## src/rtl/sram_host_params.svh

```systemverilog
/*
 * Timing counts and field widths for the static memory host controller.
 * Assumes a 10 MHz ref_clk (100 ns period); included by the controller only.
 */
`ifndef SRAM_HOST_PARAMS_SVH
`define SRAM_HOST_PARAMS_SVH
`define CLK_PERIOD_NS 100
`define ADDR_W 13
`define DATA_W 8
`define READ_CYCLE_NS 15
`define WRITE_PULSE_NS 10
`define WRITE_TO_FLOAT_DELAY_NS 8
`define DATA_OVERLAP_NS 8
`define DESELECT_TO_RETENTION_TIME_NS 0
`define RETENTION_RECOVERY_TIME_NS `READ_CYCLE_NS
`define CEIL_CYC(ns) ((((ns) + `CLK_PERIOD_NS - 1) / `CLK_PERIOD_NS) < 1 ? 1 : \
    (((ns) + `CLK_PERIOD_NS - 1) / `CLK_PERIOD_NS))
`define READ_CYC `CEIL_CYC(`READ_CYCLE_NS)
`define FLOAT_CYC `CEIL_CYC(`WRITE_TO_FLOAT_DELAY_NS)
`define OVERLAP_CYC `CEIL_CYC(`DATA_OVERLAP_NS)
`define RECOVERY_CYC `CEIL_CYC(`RETENTION_RECOVERY_TIME_NS)
`define CNT_W 4
`endif

```

## src/rtl/sram_host_pkg.sv

```systemverilog
/*
 * Types for the static memory host controller.
 * Assumes nothing beyond the shared parameter header.
 */
package sram_host_pkg;
    typedef enum logic [2:0] {
        ST_IDLE = 3'b000,
        ST_READ = 3'b001,
        ST_WR_FLOAT = 3'b010,
        ST_WR_DATA = 3'b011,
        ST_WR_END = 3'b100,
        ST_RETAIN = 3'b101,
        ST_RECOVER = 3'b110
    } host_state_t;
endpackage

```

## src/rtl/sram_host.sv

```systemverilog
/*
 * Host controller that drives an asynchronous 8K x 8 static memory through its pins.
 * Assumes the memory sits on the board pins; the bidirectional data bus is split into
 * input, output and output enable, and a testbench or pad resolves the wire.
 */
`timescale 1ns/1ns
`default_nettype none
`include "sram_host_params.svh"

// Overview of operation
// - The write strobe stays high for the whole of every read.
// - For a select-paced read the address is valid no later than the selects go active.
// - The address changes only while the strobe is high or the memory is deselected.
// - A strobe-paced write with drive enable low lasts longer than float delay plus overlap.
// - Write data is not driven while the memory may still be driving the shared pins.
// - During low-supply retention the memory is held deselected on both selects.
// - Deselect happens no later than the start of supply reduction.
// - After supply returns, the memory stays deselected one read cycle before any access.
module sram_host
    import sram_host_pkg::*;
#(
    parameter int ADDR_W = `ADDR_W,
    parameter int DATA_W = `DATA_W
) (
    input wire logic ref_clk,
    input wire logic rst,
    input wire logic req_valid,
    input wire logic req_write,
    input wire logic [ADDR_W-1:0] req_addr,
    input wire logic [DATA_W-1:0] req_wdata,
    input wire logic retain_req,
    output logic req_ready,
    output logic rsp_valid,
    output logic [DATA_W-1:0] rsp_rdata,
    output logic retain_safe,
    output logic [ADDR_W-1:0] mem_addr,
    output logic select_n,
    output logic select_active_high,
    output logic drive_en_n,
    output logic write_n,
    input wire logic [DATA_W-1:0] dq_in,
    output logic [DATA_W-1:0] dq_out,
    output logic dq_oe
);
    host_state_t state_reg, state_next;
    logic [`CNT_W-1:0] cnt_reg, cnt_next;
    logic [DATA_W-1:0] wdata_reg;
    logic [DATA_W-1:0] dq_meta_reg, dq_sync_reg;
    logic retain_meta_reg, retain_sync_reg;
    logic [ADDR_W-1:0] addr_next;
    logic sel_next, we_n_next, oe_n_next, dq_oe_next, ready_next, rsp_next, safe_next;
    logic cnt_done;
    logic req_take, read_done;

    localparam logic [`CNT_W-1:0] READ_CNT = `CNT_W'(`READ_CYC + 2);
    localparam logic [`CNT_W-1:0] FLOAT_CNT = `CNT_W'(`FLOAT_CYC);
    localparam logic [`CNT_W-1:0] OVERLAP_CNT = `CNT_W'(`OVERLAP_CYC);
    localparam logic [`CNT_W-1:0] RECOVER_CNT = `CNT_W'(`RECOVERY_CYC);

    assign cnt_done = (cnt_reg == '0);
    // Retention entry outranks a request in the same idle cycle; the request then waits.
    assign req_take = req_valid && req_ready && !retain_sync_reg;
    assign read_done = (state_reg == ST_READ) && cnt_done;

    always_comb begin
        state_next = state_reg;
        cnt_next = cnt_done ? cnt_reg : cnt_reg - `CNT_W'(1);
        addr_next = mem_addr;
        sel_next = 1'b0;
        we_n_next = 1'b1;
        oe_n_next = 1'b1;
        dq_oe_next = 1'b0;
        ready_next = 1'b0;
        rsp_next = 1'b0;
        safe_next = 1'b0;
        case (state_reg)
            ST_IDLE: begin
                ready_next = 1'b1;
                if (retain_sync_reg) begin
                    state_next = ST_RETAIN;
                    ready_next = 1'b0;
                    safe_next = 1'b1;
                end else if (req_take) begin
                    addr_next = req_addr;
                    ready_next = 1'b0;
                    if (req_write) begin
                        state_next = ST_WR_FLOAT;
                        cnt_next = FLOAT_CNT;
                        we_n_next = 1'b0;
                    end else begin
                        state_next = ST_READ;
                        cnt_next = READ_CNT;
                    end
                end
            end
            ST_READ: begin
                sel_next = 1'b1;
                oe_n_next = 1'b0;
                we_n_next = 1'b1;
                if (cnt_done) begin
                    state_next = ST_IDLE;
                    rsp_next = 1'b1;
                    sel_next = 1'b0;
                    oe_n_next = 1'b1;
                    ready_next = 1'b1;
                end
            end
            ST_WR_FLOAT: begin
                sel_next = 1'b1;
                we_n_next = 1'b0;
                if (cnt_done) begin
                    state_next = ST_WR_DATA;
                    cnt_next = OVERLAP_CNT;
                    dq_oe_next = 1'b1;
                end
            end
            ST_WR_DATA: begin
                sel_next = 1'b1;
                we_n_next = 1'b0;
                dq_oe_next = 1'b1;
                if (cnt_done) begin
                    state_next = ST_WR_END;
                    we_n_next = 1'b1;
                end
            end
            ST_WR_END: begin
                // Data held one cycle past the strobe for hold margin.
                dq_oe_next = 1'b0;
                state_next = ST_IDLE;
                ready_next = 1'b1;
            end
            ST_RETAIN: begin
                safe_next = 1'b1;
                if (!retain_sync_reg) begin
                    state_next = ST_RECOVER;
                    cnt_next = RECOVER_CNT;
                    safe_next = 1'b0;
                end
            end
            ST_RECOVER: begin
                if (cnt_done) begin
                    state_next = ST_IDLE;
                    ready_next = 1'b1;
                end
            end
            default: begin
                state_next = ST_IDLE;
            end
        endcase
    end

    always_ff @(posedge ref_clk or posedge rst) begin
        if (rst) begin
            retain_meta_reg <= 1'b0;
            retain_sync_reg <= 1'b0;
            dq_meta_reg <= '0;
            dq_sync_reg <= '0;
        end else begin
            retain_meta_reg <= retain_req;
            retain_sync_reg <= retain_meta_reg;
            dq_meta_reg <= dq_in;
            dq_sync_reg <= dq_meta_reg;
        end
    end

    always_ff @(posedge ref_clk or posedge rst) begin
        if (rst) begin
            state_reg <= ST_IDLE;
            cnt_reg <= '0;
            mem_addr <= '0;
            select_n <= 1'b1;
            select_active_high <= 1'b0;
            drive_en_n <= 1'b1;
            write_n <= 1'b1;
            dq_oe <= 1'b0;
            req_ready <= 1'b0;
            rsp_valid <= 1'b0;
            retain_safe <= 1'b0;
        end else begin
            state_reg <= state_next;
            cnt_reg <= cnt_next;
            mem_addr <= addr_next;
            select_n <= ~sel_next;
            select_active_high <= sel_next;
            drive_en_n <= oe_n_next;
            write_n <= we_n_next;
            dq_oe <= dq_oe_next;
            req_ready <= ready_next;
            rsp_valid <= rsp_next;
            retain_safe <= safe_next;
        end
    end

    // Data registers carry no control meaning, so they skip the reset tree.
    always_ff @(posedge ref_clk) begin
        if (state_reg == ST_IDLE && req_take && req_write) begin
            wdata_reg <= req_wdata;
        end
        // The synchroniser holds pins sampled while still selected, so no float value is caught.
        if (read_done) begin
            rsp_rdata <= dq_sync_reg;
        end
    end

    assign dq_out = wdata_reg;
endmodule
`default_nettype wire

```

## config.mk

```make
export PLATFORM = sky130hd
export DESIGN_NAME = sram_host
export DESIGN_NICKNAME = d
export VERILOG_FILES = /design/src/rtl/sram_host_pkg.sv /design/src/rtl/sram_host.sv
export VERILOG_INCLUDE_DIRS = /design/src /design/src/rtl
export SDC_FILE = /design/constraint.sdc
export NUM_CORES = 1
export LEC_CHECK = 0
export ABC_AREA = 1
export BUFFER_PORTS_ARGS = -buffer_cell sky130_fd_sc_hd__buf_4
export CAP_MARGIN = 30
export CORE_MARGIN = 5
export CORE_UTILIZATION = 25
export CTS_BUF_LIST = sky130_fd_sc_hd__clkbuf_16
export DETAILED_ROUTE_END_ITERATION = 12
export PLACE_DENSITY_LB_ADDON = 0.3
export SYNTH_ARGS = -nofsm -noshare
export SYNTH_HDL_FRONTEND = slang
export SYNTH_SLANG_ARGS = --single-unit
```

## constraint.sdc

```tcl
create_clock -name ref_clk -period 1.6 [get_ports ref_clk]
set_input_delay 0.24 -clock ref_clk [delete_from_list [all_inputs] [get_ports ref_clk]]
set_output_delay 0.24 -clock ref_clk [all_outputs]
set_load 0.03 [all_outputs]
```

==> impl_results.md <==
- Die height: 105.6 um
- Crit path capture type: register
- RSZ-0062 raised after global routing: false
- Num CTS Buffers: 9
- CTS H-Tree Depth: 3
- Met3 routed WL: 443 um
- Register area: 0.001637 mm^2
- Max Clock Freq: 0.6910 GHz
- Synth Instances: 198
- Setup Viol. Count Final: 0
- # rows: 34
- Mean post-synth cell area: 11.55 um^2
- Initial Util: 25.96%
- Crit path time final: 1.447 ns
- CP arrival: 1.49 ns
- Layout cell share with drive strength beyond 1: 38.85%
- Number of routed nets with antenna violations: 0
- Initial antenna violation count: 0
- Fill count: 855
- Commonest non-fill, non-tap cell in the layout: buf_4
- Ys Warns: 0
- Slowest Stage Delay on Critical Path: 0.38 ns
- Post-DP HPWL: 3607 um
- Setup total negative slack: 0 ns
- Maximum vdd drop: 659.0 uV
- Final RePlAce weighted congestion: 0.8670
- Total of max-cap violations: 0
- Initial drt markers: 42
- Core Util, Final: 37.95%
- Post-route design area: 0.003342 mm^2
- Status: completed
- Placed Area: 0.003024 mm^2
- CP cell instances: inv_1 -> ha_1 -> nand3_2 -> nor2_2 -> buf_12
- Footprint of the multi-input gates: 555.5 um^2
- Most frequent cells in the layout: buf_4 (82), nand2_1 (73), dfrtp_1 (42), edfxtp_1 (16), nand3_1 (14)
- CP required: 1.64 ns
- Register area share after synthesis: 71.54%
- Routed vias: 1,642
- Total Power: 0.006301 W
- I/O pins: 71
- Worst clock skew: 0.004338 ns
- Period utilization: 90.45%
- WL met2: 2208 um
- Pin slew with the least headroom to its limit: 0.3442 ns
- DR WL/cell: 11.78 um
- Top Layer Used: met4
- Latest clock arrival within the worst-skew pair: 0.33 ns
- Post-CTS setup buffers: 0
- Number of global-route vias before repair: 1,721
- First-pass DRT Iterations: 4
- Slowest stage cell, crit path: dfrtp_1
- Fin nets: 327
- Core area: 0.008806 mm^2
- Die width: 105.6 um
- GRT Total Usage: 9.229%
- TritonCTS Sinks: 62
- Synth Cell Area: 0.002286 mm^2
- CTS tree: built
- HP Class: primary input to register
- Worst-path clk slew: 0.06 ns
- Slew Limit Fails: 0
- Lkg Pwr: 1.662 nW
- Largest net degree at the start of global routing: 17
- DIE AREA: 0.01116 mm^2
- Synth cell types: 23
- WL final: 4759 um
- GRT Residual Overflow: 0
- Root Buffer: clkbuf_16
- # DRC: 0
- CP delay by family, top: flip-flops
- CTS Buffer Depth: 2
- Largest register by flop count: mem_addr
- # diodes: 0
- Rel. slew slack: 77.02%
- Cell area power density: 1885 mW/mm^2
- First-pass GRT wire length: 7886 um
- M1 wire length: 2020 um
- Post-synthesis register bit count: 62
- CP Buf/Inv Count: 2
- Via-to-Cell Ratio: 4.064
- Syn_nets: 234
- WS Path Type: register to register
- Synthesis-to-layout area growth: 46.20%
- Max reg flops: 13
- Crit Path Max Fanout: 10
- PortBufs: 70
- Setup crit start kind: register
- Final Hold Violating Endpoints: 0
## area by class of cell
cell class	instances	share of cell area [%]
clock buffers	9	6.739
clock inverters	7	1.722
inverters	17	1.984
multi-input cells	115	16.62
flip-flops and latches	62	48.97
well taps	108	4.043
repair buffers	86	19.92
## final timing paths
path / from / endpoint / cells past startpoint / slack, ns
max: cnt_reg[0] / rsp_rdata[7] / 5 / 0.15
max reg2reg: cnt_reg[0] / rsp_rdata[7] / 5 / 0.15
max in group asynchronous: rst / select_n / 4 / 0.63
min: dq_in[4] / dq_meta_reg[4] / 1 / 0.02
min reg2reg: dq_meta_reg[4] / dq_sync_reg[4] / 0 / 0.35
min in group asynchronous: rst / dq_meta_reg[0] / 3 / 0.43
## layer usage
metal,track usage [%],up-vias
met5,0,-
li1,-,821
met1,10.85,761
met3,4.829,8
met2,13.62,52
met4,4.995,0
## power by group
| part | total, W | internal, W | switching, W |
|---|---|---|---|
| registers | 0.00221 | 0.00202 | 0.000188 |
| logic | 0.00231 | 0.000882 | 0.00143 |
| clock network | 0.00178 | 0.00106 | 0.000720 |
| total | 0.00630 | 0.00396 | 0.00234 |
## cells by family (layout without fill, tap and decap cells)
group	after synthesis	in the layout	share of synthesized area (%)
AOI/OAI and AO/OA	5	5	1.368
xor gates and xnor gates	2	2	0.7664
adders and majority gates	2	2	1.095
buffers and inverters	21	119	4.707
DFF	62	62	71.54
and+or+nand+nor	106	106	20.53
## what timing repair did
| item | in CTS | in global routing |
|---|---|---|
| resized for setup | 0 | 1 |
| setup endpoints to repair | 0 | 10 |
| hold buffers | 1 | 2 |
| endpoints found under the hold margin | 13 | 2 |
## worst reg2reg max path, cell delays in order, from the launching register on
cell	delay, ns
dfrtp_1	0.38
inv_1	0.08
ha_1	0.19
nand3_2	0.16
nor2_2	0.20
buf_12	0.15
## cell usage after synthesis
master | number | area [um^2]
dfstp_2 | 3 | 78.83
nand3_1 | 15 | 75.07
inv_1 | 14 | 52.55
inv_4 | 1 | 6.260
nand3_2 | 1 | 10.01
o2111ai_1 | 1 | 8.760
inv_2 | 2 | 7.510
nand2_4 | 1 | 11.26
edfxtp_1 | 16 | 480.5
buf_6 | 3 | 33.78
o22ai_1 | 2 | 12.51
dfrtp_1 | 43 | 1076
nor2_4 | 1 | 11.26
nor2_2 | 2 | 12.51
o21ai_0 | 2 | 10.01
nand4_1 | 4 | 25.02
ha_1 | 2 | 25.02
nor2_8 | 1 | 20.02
nand2_1 | 73 | 274.0
buf_4 | 1 | 7.510
xnor2_1 | 1 | 8.760
nor2_1 | 8 | 30.03
xor2_1 | 1 | 8.760
## through the flow
step / instances / worst slack, ns / hold slack, ns
6_report: 404 / 0.1527 / 0.01685
5_1_grt: 404 / 0.02743 / 0.001181
4_1_cts: 402 / 0.04345 / 0.003421
3_5_place_dp: 385 / 0.04958 / 0.2412
3_3_place_gp: 385 / 0.1272 / 0.2401
2_1_floorplan: 198 / 0.04899 / 0.2714
Note: power is estimated with default switching activity, not from simulation.
